$ cat src/logic/slave_port_regs_pkg.sv
// Constants for the slave port configuration and error logging registers.
package slave_port_regs_pkg;

    // ------------------------------------------------------------------
    // Register indices on the device control register port
    // ------------------------------------------------------------------
    localparam logic [9:0] IDX_PORT_CONFIG        = 10'h044;
    localparam logic [9:0] IDX_FAIL_ADDR_UPPER    = 10'h046;
    localparam logic [9:0] IDX_FAIL_ADDR_LOWER    = 10'h047;
    localparam logic [9:0] IDX_FAIL_QUALIFIERS    = 10'h048;
    localparam logic [9:0] IDX_MISC_STATUS        = 10'h049;
    localparam logic [9:0] IDX_MASTER_IRQ_STATUS  = 10'h04a;
    localparam logic [9:0] IDX_STATE_MACHINE_VIEW = 10'h04b;
    localparam logic [9:0] IDX_MISC_CONTROL       = 10'h04c;

    // ------------------------------------------------------------------
    // Reset values (bit 0 is the most significant bit)
    // ------------------------------------------------------------------
    localparam logic [0:31] PORT_CONFIG_RESET = 32'h8033_336c;
    localparam logic [0:31] ZERO_WORD         = 32'h0000_0000;

    // ------------------------------------------------------------------
    // Port configuration field positions
    // ------------------------------------------------------------------
    localparam int CFG_CAPTURE_HOLD_LOCK = 0;
    localparam int CFG_WR_MEMCTL_THR_LSB = 19;
    localparam int CFG_WR_MASTER_THR_LSB = 23;
    localparam int CFG_LOCKED_XFER       = 25;
    localparam int CFG_READ_PIPE         = 26;
    localparam int CFG_WRITE_PIPE        = 27;
    localparam int CFG_WRITE_POST        = 28;
    localparam int CFG_MISMATCH_LOG      = 30;
    localparam int CFG_SIZE_CHECK_OFF    = 31;

    // ------------------------------------------------------------------
    // Status and control field positions
    // ------------------------------------------------------------------
    localparam int ST_POSTING_CFG_ERR = 0;
    localparam int ST_ILLEGAL_CMD     = 1;
    localparam int ST_ADDR_MISMATCH   = 2;
    localparam int ST_QUEUE_FIRST     = 18;
    localparam int QUEUE_FLAG_COUNT   = 14;
    localparam int MASTER_INTERRUPT_REQUEST_FIRST         = 28;
    localparam int MASTER_COUNT       = 4;
    localparam int QRESET_FIRST       = 25;
    localparam int QRESET_COUNT       = 7;
    localparam int CTL_WIDE_PORT      = 0;

    // ------------------------------------------------------------------
    // Legal size codes
    // ------------------------------------------------------------------
    localparam logic [3:0] SIZE_SINGLE    = 4'h0;
    localparam logic [3:0] SIZE_LINE_LAST = 4'h3;
    localparam logic [3:0] SIZE_BURST_LO  = 4'ha;
    localparam logic [3:0] SIZE_BURST_HI  = 4'hc;

endpackage

$ cat src/logic/slave_port_cfg_error_logging.sv
// Configuration, error capture and status registers of the second slave port.
`timescale 1ns/1ps
// Notes on behaviour
// - Write bursts to memory controller split per 3-bit threshold, reset 011.
// - Write bursts to master port split per 3-bit threshold; software avoids 101-111.
// - Locked transfers allowed only while lock-transfer bit is 1, reset 1.
// - Read addresses pipelined while read-pipelining bit is 1, reset 1.
// - Write pipelining resets 0 and is forced 0 while posting is off.
// - Posting off accepts singles only; others raise interrupt flag 11.
// - Address mismatch logged only when config bit 30 is set.
// - Config bit 31 set skips the size check for status bits 0 and 1.
// - Failed 36-bit address captured: upper nibble and lower word, valid-qualified.
// - Mismatch or illegal command is a failure; sniffer matches also captured.
// - Only singles, lines and bursts legal; posting off allows singles only.
// - A write to qualifier register clears it and both address registers, unless a capture loads them in the same cycle.
// - With hold lock set, capture updates only while valid is 0 or in a cycle that writes the qualifier register.
// - Qualifier register holds valid, lock error, id, width, type, rnw, size, lanes.
// - Misc status bits clear individually on write of 1.
// - Interrupt 11 from config/illegal/mismatch bits, 15 from queue bits.
// - Status bit 0 set when posting off and any size other than single arrives with check enabled.
// - Status bit 1 set for sizes outside 0-3 and A-C when check enabled.
// - Sticky queue overflow and underflow flags sit in status bits 18-31.
// - One master interrupt bit per master in bits 28-31, two set sources.
// - Misc control write-only bits read 0; bit 0 shows the port width.
// - Writing 1 to control bits 25-31 resets seven queues.
module slave_port_cfg_error_logging #(
    parameter logic WIDE_PORT = 1'b1
) (
    input  wire logic        clk,                        // 200 MHz clock
    input  wire logic        resetn,                     // synchronous reset, low
    input  wire logic [9:0]  reg_index,                  // register index
    input  wire logic        reg_read,                   // read strobe
    input  wire logic        reg_write,                  // write strobe
    input  wire logic [0:31] reg_wdata,                  // write data
    output logic      [0:31] reg_rdata,                  // read data
    output logic             reg_ack,                    // access done pulse
    input  wire logic        cmd_valid,                  // command pulse
    input  wire logic [35:0] cmd_addr,                   // command address
    input  wire logic [3:0]  cmd_size,                   // size code
    input  wire logic        cmd_read_not_write,         // 1 is read
    input  wire logic [1:0]  cmd_master_id,              // master id
    input  wire logic [1:0]  cmd_master_width_code,      // master width
    input  wire logic [2:0]  cmd_type,                   // transfer type
    input  wire logic [15:0] cmd_byte_lane_mask,         // byte enables
    input  wire logic        cmd_lock_request,           // locked request
    input  wire logic        cmd_address_mismatch,       // address bus mismatch
    input  wire logic        master_lock_error,          // lock error level
    input  wire logic        sniff_match,                // sniffer hit pulse
    input  wire logic [13:0] queue_event,                // queue flag pulses
    input  wire logic [3:0]  slave_irq_request,          // slave irq pulses
    input  wire logic [3:0]  master_write_error,         // write error pulses
    output logic      [2:0]  write_memctl_burst_threshold,     // threshold field
    output logic      [2:0]  write_masterport_burst_threshold, // threshold field
    output logic             locked_transfer_enable,     // lock enable
    output logic             read_addr_pipeline_enable,  // read pipelining
    output logic             write_addr_pipeline_enable, // write pipelining
    output logic             write_posting_enable,       // write posting
    output logic             cmd_accept,                 // legal command pulse
    output logic             cmd_reject,                 // illegal command pulse
    output logic             lock_granted,               // locked command pulse
    output logic             config_error_irq,           // interrupt bit 11 level
    output logic             queue_error_irq,            // interrupt bit 15 level
    output logic      [6:0]  queue_reset                 // queue reset pulses
);

    // ------------------------------------------------------------------
    // Registers
    // ------------------------------------------------------------------
    logic [0:31] port_config;
    logic [0:31] fail_addr_upper;
    logic [0:31] fail_addr_lower;
    logic [0:31] fail_qualifiers;
    logic [0:31] misc_status;
    logic [0:31] master_irq_status;
    logic [0:31] next_misc_status;
    logic [0:31] next_master_irq_status;

    logic size_legal;
    logic multi_beat;
    logic check_on;
    logic posting_err;
    logic illegal_cmd;
    logic mismatch_err;
    logic capture;
    logic wr_config;
    logic wr_qual;

    assign wr_config = reg_write && (reg_index == slave_port_regs_pkg::IDX_PORT_CONFIG);
    assign wr_qual   = reg_write && (reg_index == slave_port_regs_pkg::IDX_FAIL_QUALIFIERS);

    // ------------------------------------------------------------------
    // Command checking
    // ------------------------------------------------------------------
    // legal command set
    assign size_legal = (cmd_size <= slave_port_regs_pkg::SIZE_LINE_LAST) ||
                        ((cmd_size >= slave_port_regs_pkg::SIZE_BURST_LO) &&
                         (cmd_size <= slave_port_regs_pkg::SIZE_BURST_HI));
    assign multi_beat = (cmd_size != slave_port_regs_pkg::SIZE_SINGLE);
    assign check_on   = !port_config[slave_port_regs_pkg::CFG_SIZE_CHECK_OFF];
    assign posting_err  = cmd_valid && check_on && multi_beat &&
                          !port_config[slave_port_regs_pkg::CFG_WRITE_POST];
    assign illegal_cmd  = cmd_valid && check_on && !size_legal;
    assign mismatch_err = cmd_valid && cmd_address_mismatch &&
                          port_config[slave_port_regs_pkg::CFG_MISMATCH_LOG];
    assign capture = posting_err || illegal_cmd || mismatch_err || sniff_match;

    // ------------------------------------------------------------------
    // Port configuration
    // ------------------------------------------------------------------
    always_ff @(posedge clk) begin
        if (!resetn) begin
            port_config <= slave_port_regs_pkg::PORT_CONFIG_RESET;
        end else if (wr_config) begin
            port_config <= reg_wdata;
            port_config[slave_port_regs_pkg::CFG_WRITE_PIPE] <=
                reg_wdata[slave_port_regs_pkg::CFG_WRITE_PIPE] &&
                reg_wdata[slave_port_regs_pkg::CFG_WRITE_POST];
        end
    end

    always_ff @(posedge clk) begin
        if (!resetn) begin
            write_memctl_burst_threshold     <= 3'h3;
            write_masterport_burst_threshold <= 3'h3;
            locked_transfer_enable           <= 1'b1;
            read_addr_pipeline_enable        <= 1'b1;
            write_addr_pipeline_enable       <= 1'b0;
            write_posting_enable             <= 1'b1;
        end else begin
            write_memctl_burst_threshold <=
                port_config[slave_port_regs_pkg::CFG_WR_MEMCTL_THR_LSB-2 +: 3];
            write_masterport_burst_threshold <=
                port_config[slave_port_regs_pkg::CFG_WR_MASTER_THR_LSB-2 +: 3];
            locked_transfer_enable <= port_config[slave_port_regs_pkg::CFG_LOCKED_XFER];
            read_addr_pipeline_enable <= port_config[slave_port_regs_pkg::CFG_READ_PIPE];
            write_addr_pipeline_enable <= port_config[slave_port_regs_pkg::CFG_WRITE_PIPE];
            write_posting_enable <= port_config[slave_port_regs_pkg::CFG_WRITE_POST];
        end
    end

    // ------------------------------------------------------------------
    // Command verdict
    // ------------------------------------------------------------------
    always_ff @(posedge clk) begin
        if (!resetn) begin
            cmd_accept   <= 1'b0;
            cmd_reject   <= 1'b0;
            lock_granted <= 1'b0;
        end else begin
            cmd_accept   <= cmd_valid && !posting_err && !illegal_cmd;
            cmd_reject   <= posting_err || illegal_cmd;
            lock_granted <= cmd_valid && cmd_lock_request && !posting_err && !illegal_cmd &&
                            port_config[slave_port_regs_pkg::CFG_LOCKED_XFER];
        end
    end

    // ------------------------------------------------------------------
    // Failed transaction capture
    // ------------------------------------------------------------------
    always_ff @(posedge clk) begin
        if (!resetn) begin
            fail_addr_upper <= slave_port_regs_pkg::ZERO_WORD;
            fail_addr_lower <= slave_port_regs_pkg::ZERO_WORD;
            fail_qualifiers <= slave_port_regs_pkg::ZERO_WORD;
        end else if (capture && (!port_config[slave_port_regs_pkg::CFG_CAPTURE_HOLD_LOCK] ||
                                 !fail_qualifiers[0] || wr_qual)) begin
            fail_addr_upper <= {28'h000_0000, cmd_addr[35:32]};
            fail_addr_lower <= cmd_addr[31:0];
            fail_qualifiers <= {1'b1, master_lock_error, 2'b00, cmd_master_id,
                                cmd_master_width_code, cmd_type, cmd_read_not_write,
                                cmd_size, cmd_byte_lane_mask};
        end else if (wr_qual) begin
            fail_addr_upper <= slave_port_regs_pkg::ZERO_WORD;
            fail_addr_lower <= slave_port_regs_pkg::ZERO_WORD;
            fail_qualifiers <= slave_port_regs_pkg::ZERO_WORD;
        end
    end

    // ------------------------------------------------------------------
    // Sticky status; a new event wins over a clear in the same cycle
    // ------------------------------------------------------------------
    always_comb begin
        next_misc_status       = misc_status;
        next_master_irq_status = master_irq_status;
        if (reg_write && (reg_index == slave_port_regs_pkg::IDX_MISC_STATUS)) begin
            next_misc_status = misc_status & ~reg_wdata;
        end
        if (reg_write && (reg_index == slave_port_regs_pkg::IDX_MASTER_IRQ_STATUS)) begin
            next_master_irq_status = master_irq_status & ~reg_wdata;
        end
        next_misc_status[slave_port_regs_pkg::ST_POSTING_CFG_ERR] =
            next_misc_status[slave_port_regs_pkg::ST_POSTING_CFG_ERR] || posting_err;
        next_misc_status[slave_port_regs_pkg::ST_ILLEGAL_CMD] =
            next_misc_status[slave_port_regs_pkg::ST_ILLEGAL_CMD] || illegal_cmd;
        next_misc_status[slave_port_regs_pkg::ST_ADDR_MISMATCH] =
            next_misc_status[slave_port_regs_pkg::ST_ADDR_MISMATCH] || mismatch_err;
        for (int i = 0; i < slave_port_regs_pkg::QUEUE_FLAG_COUNT; i++) begin
            next_misc_status[slave_port_regs_pkg::ST_QUEUE_FIRST + i] =
                next_misc_status[slave_port_regs_pkg::ST_QUEUE_FIRST + i] || queue_event[i];
        end
        for (int m = 0; m < slave_port_regs_pkg::MASTER_COUNT; m++) begin
            next_master_irq_status[slave_port_regs_pkg::MASTER_INTERRUPT_REQUEST_FIRST + m] =
                next_master_irq_status[slave_port_regs_pkg::MASTER_INTERRUPT_REQUEST_FIRST + m] ||
                slave_irq_request[m] ||
                (master_write_error[m] && port_config[slave_port_regs_pkg::CFG_WRITE_POST]);
        end
        next_misc_status[3:17]        = 15'h0000;
        next_master_irq_status[0:27]  = 28'h000_0000;
    end

    always_ff @(posedge clk) begin
        if (!resetn) begin
            misc_status       <= slave_port_regs_pkg::ZERO_WORD;
            master_irq_status <= slave_port_regs_pkg::ZERO_WORD;
        end else begin
            misc_status       <= next_misc_status;
            master_irq_status <= next_master_irq_status;
        end
    end

    always_ff @(posedge clk) begin
        if (!resetn) begin
            config_error_irq <= 1'b0;
            queue_error_irq  <= 1'b0;
        end else begin
            config_error_irq <= |misc_status[0:2];
            queue_error_irq  <= |misc_status[18:31];
        end
    end

    // ------------------------------------------------------------------
    // Queue resets
    // ------------------------------------------------------------------
    always_ff @(posedge clk) begin
        if (!resetn) begin
            queue_reset <= 7'h00;
        end else if (reg_write && (reg_index == slave_port_regs_pkg::IDX_MISC_CONTROL)) begin
            queue_reset <= reg_wdata[slave_port_regs_pkg::QRESET_FIRST +: 7];
        end else begin
            queue_reset <= 7'h00;
        end
    end

    // ------------------------------------------------------------------
    // Register read port, answered one cycle after the strobe
    // ------------------------------------------------------------------
    always_ff @(posedge clk) begin
        if (!resetn) begin
            reg_rdata <= slave_port_regs_pkg::ZERO_WORD;
            reg_ack   <= 1'b0;
        end else begin
            reg_ack   <= reg_read || reg_write;
            reg_rdata <= slave_port_regs_pkg::ZERO_WORD;
            if (reg_read) begin
                case (reg_index)
                    slave_port_regs_pkg::IDX_PORT_CONFIG:       reg_rdata <= port_config;
                    slave_port_regs_pkg::IDX_FAIL_ADDR_UPPER:   reg_rdata <= fail_addr_upper;
                    slave_port_regs_pkg::IDX_FAIL_ADDR_LOWER:   reg_rdata <= fail_addr_lower;
                    slave_port_regs_pkg::IDX_FAIL_QUALIFIERS:   reg_rdata <= fail_qualifiers;
                    slave_port_regs_pkg::IDX_MISC_STATUS:       reg_rdata <= misc_status;
                    slave_port_regs_pkg::IDX_MASTER_IRQ_STATUS: reg_rdata <= master_irq_status;
                    slave_port_regs_pkg::IDX_MISC_CONTROL: begin
                        reg_rdata[slave_port_regs_pkg::CTL_WIDE_PORT] <= WIDE_PORT;
                    end
                    default: reg_rdata <= slave_port_regs_pkg::ZERO_WORD;
                endcase
            end
        end
    end

endmodule

$ cat config.mk
export PLATFORM = sky130hd
export DESIGN_NAME = slave_port_cfg_error_logging
export DESIGN_NICKNAME = d
export VERILOG_FILES = /design/src/logic/slave_port_regs_pkg.sv /design/src/logic/slave_port_cfg_error_logging.sv
export SDC_FILE = /design/constraint.sdc
export NUM_CORES = 1
export LEC_CHECK = 0
export BUFFER_PORTS_ARGS = -buffer_cell sky130_fd_sc_hd__buf_2
export CORE_ASPECT_RATIO = 0.8
export CORE_MARGIN = 2
export CORE_UTILIZATION = 49
export DETAILED_ROUTE_END_ITERATION = 6
export HOLD_SLACK_MARGIN = 0.06
export PLACE_DENSITY = 0.75
export SYNTH_ARGS = -nofsm -noshare
export SYNTH_HDL_FRONTEND = slang
export SYNTH_SLANG_ARGS = --single-unit
$ cat constraint.sdc
create_clock -name clk -period 4.2 [get_ports clk]
set_input_delay 0.42 -clock clk [delete_from_list [all_inputs] [get_ports clk]]
set_output_delay 0.42 -clock clk [all_outputs]
set_load 0.02 [all_outputs]
== Word level (Yosys, flattened, before mapping) ==
Index checks and enable logic that the tools add are counted.

* Order comparisons: 3
* Equality and inequality tests: 7
* Mux-type cells: 10
* Bitwise gates (word level): 3
* Reductions and logical operators: 69

{| class="wikitable"
|+ Operator list
! cell !! count
|-
| $pmux W31 S6 || 1
|-
| $mux W32 || 5
|-
| $eq A10 B7 Y1 const B || 7
|-
| $and A32 B32 Y32 || 1
|-
| $logic_or A1 B1 Y1 || 32
|-
| $not A32 Y32 || 1
|-
| $logic_and A1 B1 Y1 || 24
|-
| $reduce_or A14 Y1 || 1
|-
| $mux W4 || 3
|-
| $logic_not A1 Y1 || 7
|-
| $pmux W1 S6 || 1
|-
| $and A4 B4 Y4 || 1
|-
| $ge A4 B4 Y1 const B || 1
|-
| $le A4 B2 Y1 const B || 1
|-
| $le A4 B4 Y1 const B || 1
|-
| $reduce_and A2 Y1 || 2
|-
| $reduce_bool A4 Y1 || 1
|-
| $reduce_or A3 Y1 || 1
|-
| $reduce_bool A2 Y1 || 1
|}

* Bits in registers: 189
* Input bits: 137
* Output and inout port bits: 55
* Word-level logic and storage cells: 113

== Longest topological paths before layout ==
* Depth after elaboration: 10
* Gate-level depth with buffers: 7
* Mapped depth without buffers: 4

== Worst setup path before layout ==
Ideal clock, no wire load.

* Path type: input-to-reg
* From: input port reg_index[5]
* To: register reg_rdata[12] (netlist bit)
* Setup time: 0.066 ns
* Arrival: 1.884 ns
* Required time: 4.134 ns
* Path slack: 2.250 ns
* Stages on the path: 6
* Path buffers: 2
* Cells stage by stage: or4b_4 buf_6 a2111oi_4 o31ai_2 buf_6 a21oi_2

* Cells in the longest elaborated chain, start to end: 2
* Elaborated cells on any way between the ends: 7
* Classes of those cells: 6 x eq/ne; 1 x mux

{| class="wikitable"
|+ Ends and longest elaborated chain
! what !! line !! RTL
|-
| from (decl) || slave_port_cfg_error_logging.sv:31 || <nowiki>input wire logic [9:0] reg_index,</nowiki>
|-
| $eq A10 B7 Y1 || slave_port_cfg_error_logging.sv:255 || <nowiki>case (reg_index)</nowiki>
|-
| $pmux W31 S6 * || slave_port_cfg_error_logging.sv:255 ||
|-
| to (signal assigned) || slave_port_cfg_error_logging.sv:256 || <nowiki>slave_port_regs_pkg::IDX_PORT_CONFIG: reg_rdata <= port_config;</nowiki>
|-
| to (signal assigned) || slave_port_cfg_error_logging.sv:257 || <nowiki>slave_port_regs_pkg::IDX_FAIL_ADDR_UPPER: reg_rdata <= fail_addr_upper;</nowiki>
|-
| to (signal assigned) || slave_port_cfg_error_logging.sv:258 || <nowiki>slave_port_regs_pkg::IDX_FAIL_ADDR_LOWER: reg_rdata <= fail_addr_lower;</nowiki>
|-
| to (decl) || slave_port_cfg_error_logging.sv:35 || <nowiki>output logic [0:31] reg_rdata,</nowiki>
|}

Every way passes the cells marked *; elsewhere a longest branch is shown, timed or not.
A chain may end at the register's enable or synchronous reset.

== Final worst setup path ==
* From: input port reg_index[5]
* To: register reg_rdata[25] (netlist bit)

Same word-level chain as after synthesis.

==> results.md <==
- The portion of the post-synthesis area used by sequential elements is slightly below 50%.
- The area of the die is approximately 16,000 um2.
- Dividing the detail-routed wire length by the instance count gives about 18 um.
- The cell count after placement is approximately 1,100.
- The worst-skew pair later-pin latency is 0.43 ns.
- In the synthesized netlist, mux cells make up between 10% and 20% of the area.
- For the finished layout, the period the worst path requires is 2.52 ns.
- The area growth from synthesis to layout is 23.9%.
- Setup violations remaining at the end of the flow were counted as 0.
- Setup repair after global routing left no endpoint under its margin.
- The synthesized netlist devotes 0% of its cell area to XOR and XNOR gates.
- The number of nets in the synthesized netlist is between 900 and 1,000.
- The number of antenna violations at the first check in global routing is 1.
- The flow ran to the end, and the final reports show no timing, DRC or antenna violations.
- The beginning of the worst hold path is reg_wdata[29].
- For this configuration, the core starts out at a cell density of between 50% and 60%.
- In this run, the number of DRC markers left after iteration 0 of detailed routing was 536.
- For this run, global-route usage on met2 was measured as roughly two fifths.
- The maximum achievable frequency is just under 400 MHz.
- The clock tree from TritonCTS is built.
- In this run the remaining antenna-violating nets after routing total 0.
- After routing the design area is between 8000 and 9000 um2.
- The total vias in the final route is between 6,000 and 7,000.
- In this run, CTS created clock tree buffers numbering 17.
- Data on the critical path is required at its endpoint by 4.56 ns.
- Summed over all layers, the global routing overflow is 0.
- The global-route wire length before repair is approximately 33,000 um.
- Of the total synthesized cell area, the portion taken by full adders, half adders and majority gates is 0%.
- Dividing total power by cell area gives a power density of about 420 nW/um2.
- In the final layout, the share of cells above drive strength 1 is 26.5%.
- Counting flops with a built-in enable in the synthesized netlist gives 0.
- The largest buffer count on any clock path is 2.
- The tool flagged a number of max-cap violations equal to 0.
- The most used routing layer in global routing is met2.
- The met3 demand-to-capacity share in global routing is 5.42%.
- Entering global routing, the biggest net connects 75 pins.
- In this run the number of H-tree levels came out at 4.
- In this run the mean area of a mapped cell was between 8 and 9 um2.
- Using the TritonRoute via totals, the vias-per-cell ratio works out to approximately 5.5.
- In this run the critical register-to-register path is launched from port_config[31]$_SDFFE_PN0P_.
- In the routed design, unresolved DRC markers number 0.
- Headroom to the max-slew limit came out at roughly 30%.
- Buffers placed on the I/O ports in this run total between 150 and 200.
- The filler-free cell count of the finished design is 1,175.
- The share of async-settable or async-resettable flops after synthesis is 0%.
- The share of the core filled with cells in the final layout is 62.0%.
- Post-CTS timing repair inserted 0 buffers for setup.
- The critical path is of the input port to register type.
- For met1 alone, demand over resource in global routing was around two fifths.
- The launching element of the worst setup path is reg_index[5].
- The final setup skew is about 0.0060 ns.
- The area of the core is around 14,000 um2.
- Global routing consumed, over all layers together, approximately 27% of the routing resources.
- The count of clock tree sinks is about 170.
- Of all nets on the critical path, the largest fanout is 26.
- STA classifies the critical path endpoint as a register.
- The die extent in x is 139 um.
- For this design the static power due to leakage is approximately 3.9 nW.
- The synthesized instance count is approximately 800.
- From bottom edge to top edge, the die measures approximately 110 um.
- The congestion estimate from routability-driven global placement came to around 0.94.
- The transition time at the pin with the least slew margin is 1.04 ns.
- The main combinational cell family by area after synthesis is simple AND/OR/NAND/NOR gates.
- The final clock period utilization by the worst path is around three fifths.
- The number of pins exceeding their max-slew limit in the final report is 0.
- The number of unique standard cell types used by synthesis is 55.
- The net count of the finished layout is 1,113.
- The number of synthesized register bits is between 150 and 200.
- The hold violation count in the final report is 0.
- The clock transition at the register clock pins on the worst setup and hold paths after CTS is 0.07 ns.
- At the worst endpoint, the arrival time is 2.88 ns.
- VDD sags by at most about 0.00028 V.
- Buffers inserted to repair hold after CTS numbered 0.
- Among all flip-flop cells after synthesis, the most frequent one is sky130_fd_sc_hd__dfxtp_1.
- The number of placed I/O pins is roughly 190.
- Before antenna repair, the detailed router went through 5 iterations.
- The number of gates resized after cts is 0.
- The standard-cell row count is 39.
- The final setup slack of the worst path is 1.68 ns.
- The nature of the critical path startpoint is an input port.
- The setup TNS after final layout is 0 ns.
- The total power of the final layout is approximately 3.7 mW.
- The cell area after placement is 8210 um2.
- The total of warnings raised by yosys is 0.
- The pre-CTS setup slack is approximately 1.3 ns.
- Summing the areas of all compound-gate instances in the mapped netlist gives between 10% and 20% of the synthesized area.
- On the final layout, the worst hold slack is around 0.19 ns.
- The aggregate routed wire length is ~21,000 um.
- The cell chosen for the clock root is sky130_fd_sc_hd__clkbuf_16.
- Summing the areas of all and, or, nand and nor instances in the mapped netlist gives a little over a fifth of the synthesized area.
- The HPWL after detailed placement is 14,900 um.
- The via count of the first global-routing pass is ~6,300.
- The tightest min-delay check is of the input port to register type.
- The mapped netlist covers 7130 um2.
## logic make-up after synthesis
group                  count (synthesis)
AND/OR/NAND/NOR                      338
buffers and inverters                 78
multiplexers                          75
flip-flops                           174
AO/OA/AOI/OAI                        145
## synth_stat cells (2+ instances only)
cell type	count	area, um2
sky130_fd_sc_hd__a21boi_0	2	15.0
sky130_fd_sc_hd__a21o_1	9	67.6
sky130_fd_sc_hd__a21oi_1	36	180
sky130_fd_sc_hd__a21oi_2	11	96.3
sky130_fd_sc_hd__a222oi_1	5	50.1
sky130_fd_sc_hd__a22o_1	4	35.0
sky130_fd_sc_hd__a22oi_1	16	120
sky130_fd_sc_hd__a31oi_1	16	100
sky130_fd_sc_hd__a32o_1	2	20.0
sky130_fd_sc_hd__a32oi_1	2	17.5
sky130_fd_sc_hd__a41oi_1	2	17.5
sky130_fd_sc_hd__and2_1	6	37.5
sky130_fd_sc_hd__and3_1	3	18.8
sky130_fd_sc_hd__and4_1	6	52.6
sky130_fd_sc_hd__buf_1	5	18.8
sky130_fd_sc_hd__buf_2	7	35.0
sky130_fd_sc_hd__buf_4	5	37.5
sky130_fd_sc_hd__buf_6	3	33.8
sky130_fd_sc_hd__clkbuf_1	37	139
sky130_fd_sc_hd__dfxtp_1	174	3480
sky130_fd_sc_hd__inv_1	21	78.8
sky130_fd_sc_hd__mux2_2	2	22.5
sky130_fd_sc_hd__mux2i_1	73	731
sky130_fd_sc_hd__nand2_1	218	818
sky130_fd_sc_hd__nand2b_1	12	75.1
sky130_fd_sc_hd__nand3_1	33	165
sky130_fd_sc_hd__nand4_1	4	25.0
sky130_fd_sc_hd__nor2_1	19	71.3
sky130_fd_sc_hd__nor2b_1	3	18.8
sky130_fd_sc_hd__nor3_1	16	80.1
sky130_fd_sc_hd__nor4_1	5	31.3
sky130_fd_sc_hd__o211ai_1	2	15.0
sky130_fd_sc_hd__o21a_1	3	22.5
sky130_fd_sc_hd__o21ai_0	22	110
sky130_fd_sc_hd__o22a_1	4	35.0
sky130_fd_sc_hd__o32a_1	2	20.0
sky130_fd_sc_hd__or2_2	2	12.5
## registers in the layout, indices dropped and copies added, names as in the netlist, 3 cells and up
signal and flops:
write_memctl_burst_threshold 3, fail_qualifiers 30, fail_addr_lower 32, write_masterport_burst_threshold 3
port_config 32, queue_reset 7, misc_status 17, reg_rdata 32
fail_addr_upper 4, master_irq_status 4
## cells in the final DEF (no fill, tap or decap), types with 9 or more instances in the layout
master / instances
sky130_fd_sc_hd__buf_4: 14
sky130_fd_sc_hd__o21ai_0: 22
sky130_fd_sc_hd__nand2_1: 218
sky130_fd_sc_hd__nor2_1: 19
sky130_fd_sc_hd__dfxtp_1: 174
sky130_fd_sc_hd__a21oi_1: 36
sky130_fd_sc_hd__a21oi_2: 11
sky130_fd_sc_hd__nor3_1: 16
sky130_fd_sc_hd__a31oi_1: 16
sky130_fd_sc_hd__inv_1: 21
sky130_fd_sc_hd__a22oi_1: 16
sky130_fd_sc_hd__nand3_1: 33
sky130_fd_sc_hd__buf_2: 190
sky130_fd_sc_hd__clkbuf_16: 17
sky130_fd_sc_hd__nand2b_1: 12
sky130_fd_sc_hd__mux2i_1: 73
sky130_fd_sc_hd__a21o_1: 9
## routing by layer
layer | vias to the layer above | part of all wire [%]
li1 | 3131 | -
met1 | 3071 | 45
met2 | 284 | 44
met3 | 27 | 8.7
met4 | 0 | 1.7
met5 | - | 0
## report_power, final
group          total, mW  internal (mW)  switching [mW]
clock               1.65          0.973           0.673
combinational      0.319          0.136           0.183
sequential          1.76           1.72          0.0437
total               3.73           2.83           0.899
## cell type report
cell class	instances	area, um2
sequential	174	3480
multi-input combinational	558	3360
clock buffer	20	457
timing repair buffer	204	1060
fill	1270	5420
tap	184	230
antenna	2	5.00
clock inverter	12	159
inverter	21	78.8
## worst max-delay path: stages
cell and delay (ns):
sky130_fd_sc_hd__buf_2 0.12, sky130_fd_sc_hd__nor4b_4 0.60, sky130_fd_sc_hd__buf_4 0.38, sky130_fd_sc_hd__and3_1 0.90, sky130_fd_sc_hd__a22oi_1 0.25, sky130_fd_sc_hd__a21oi_2 0.17
## worst paths after layout
path	slack, ns	cells past startpoint	end
max	1.68	6	reg_rdata[25]$_SDFF_PN0_
min	0.19	2	misc_status[29]$_SDFF_PN0_
max reg2reg	1.98	5	fail_addr_lower[20]$_SDFFE_PN0P_
min reg2reg	0.45	2	port_config[4]$_SDFFE_PN0P_
No activity file was read; power rests on OpenSTA's default activity.
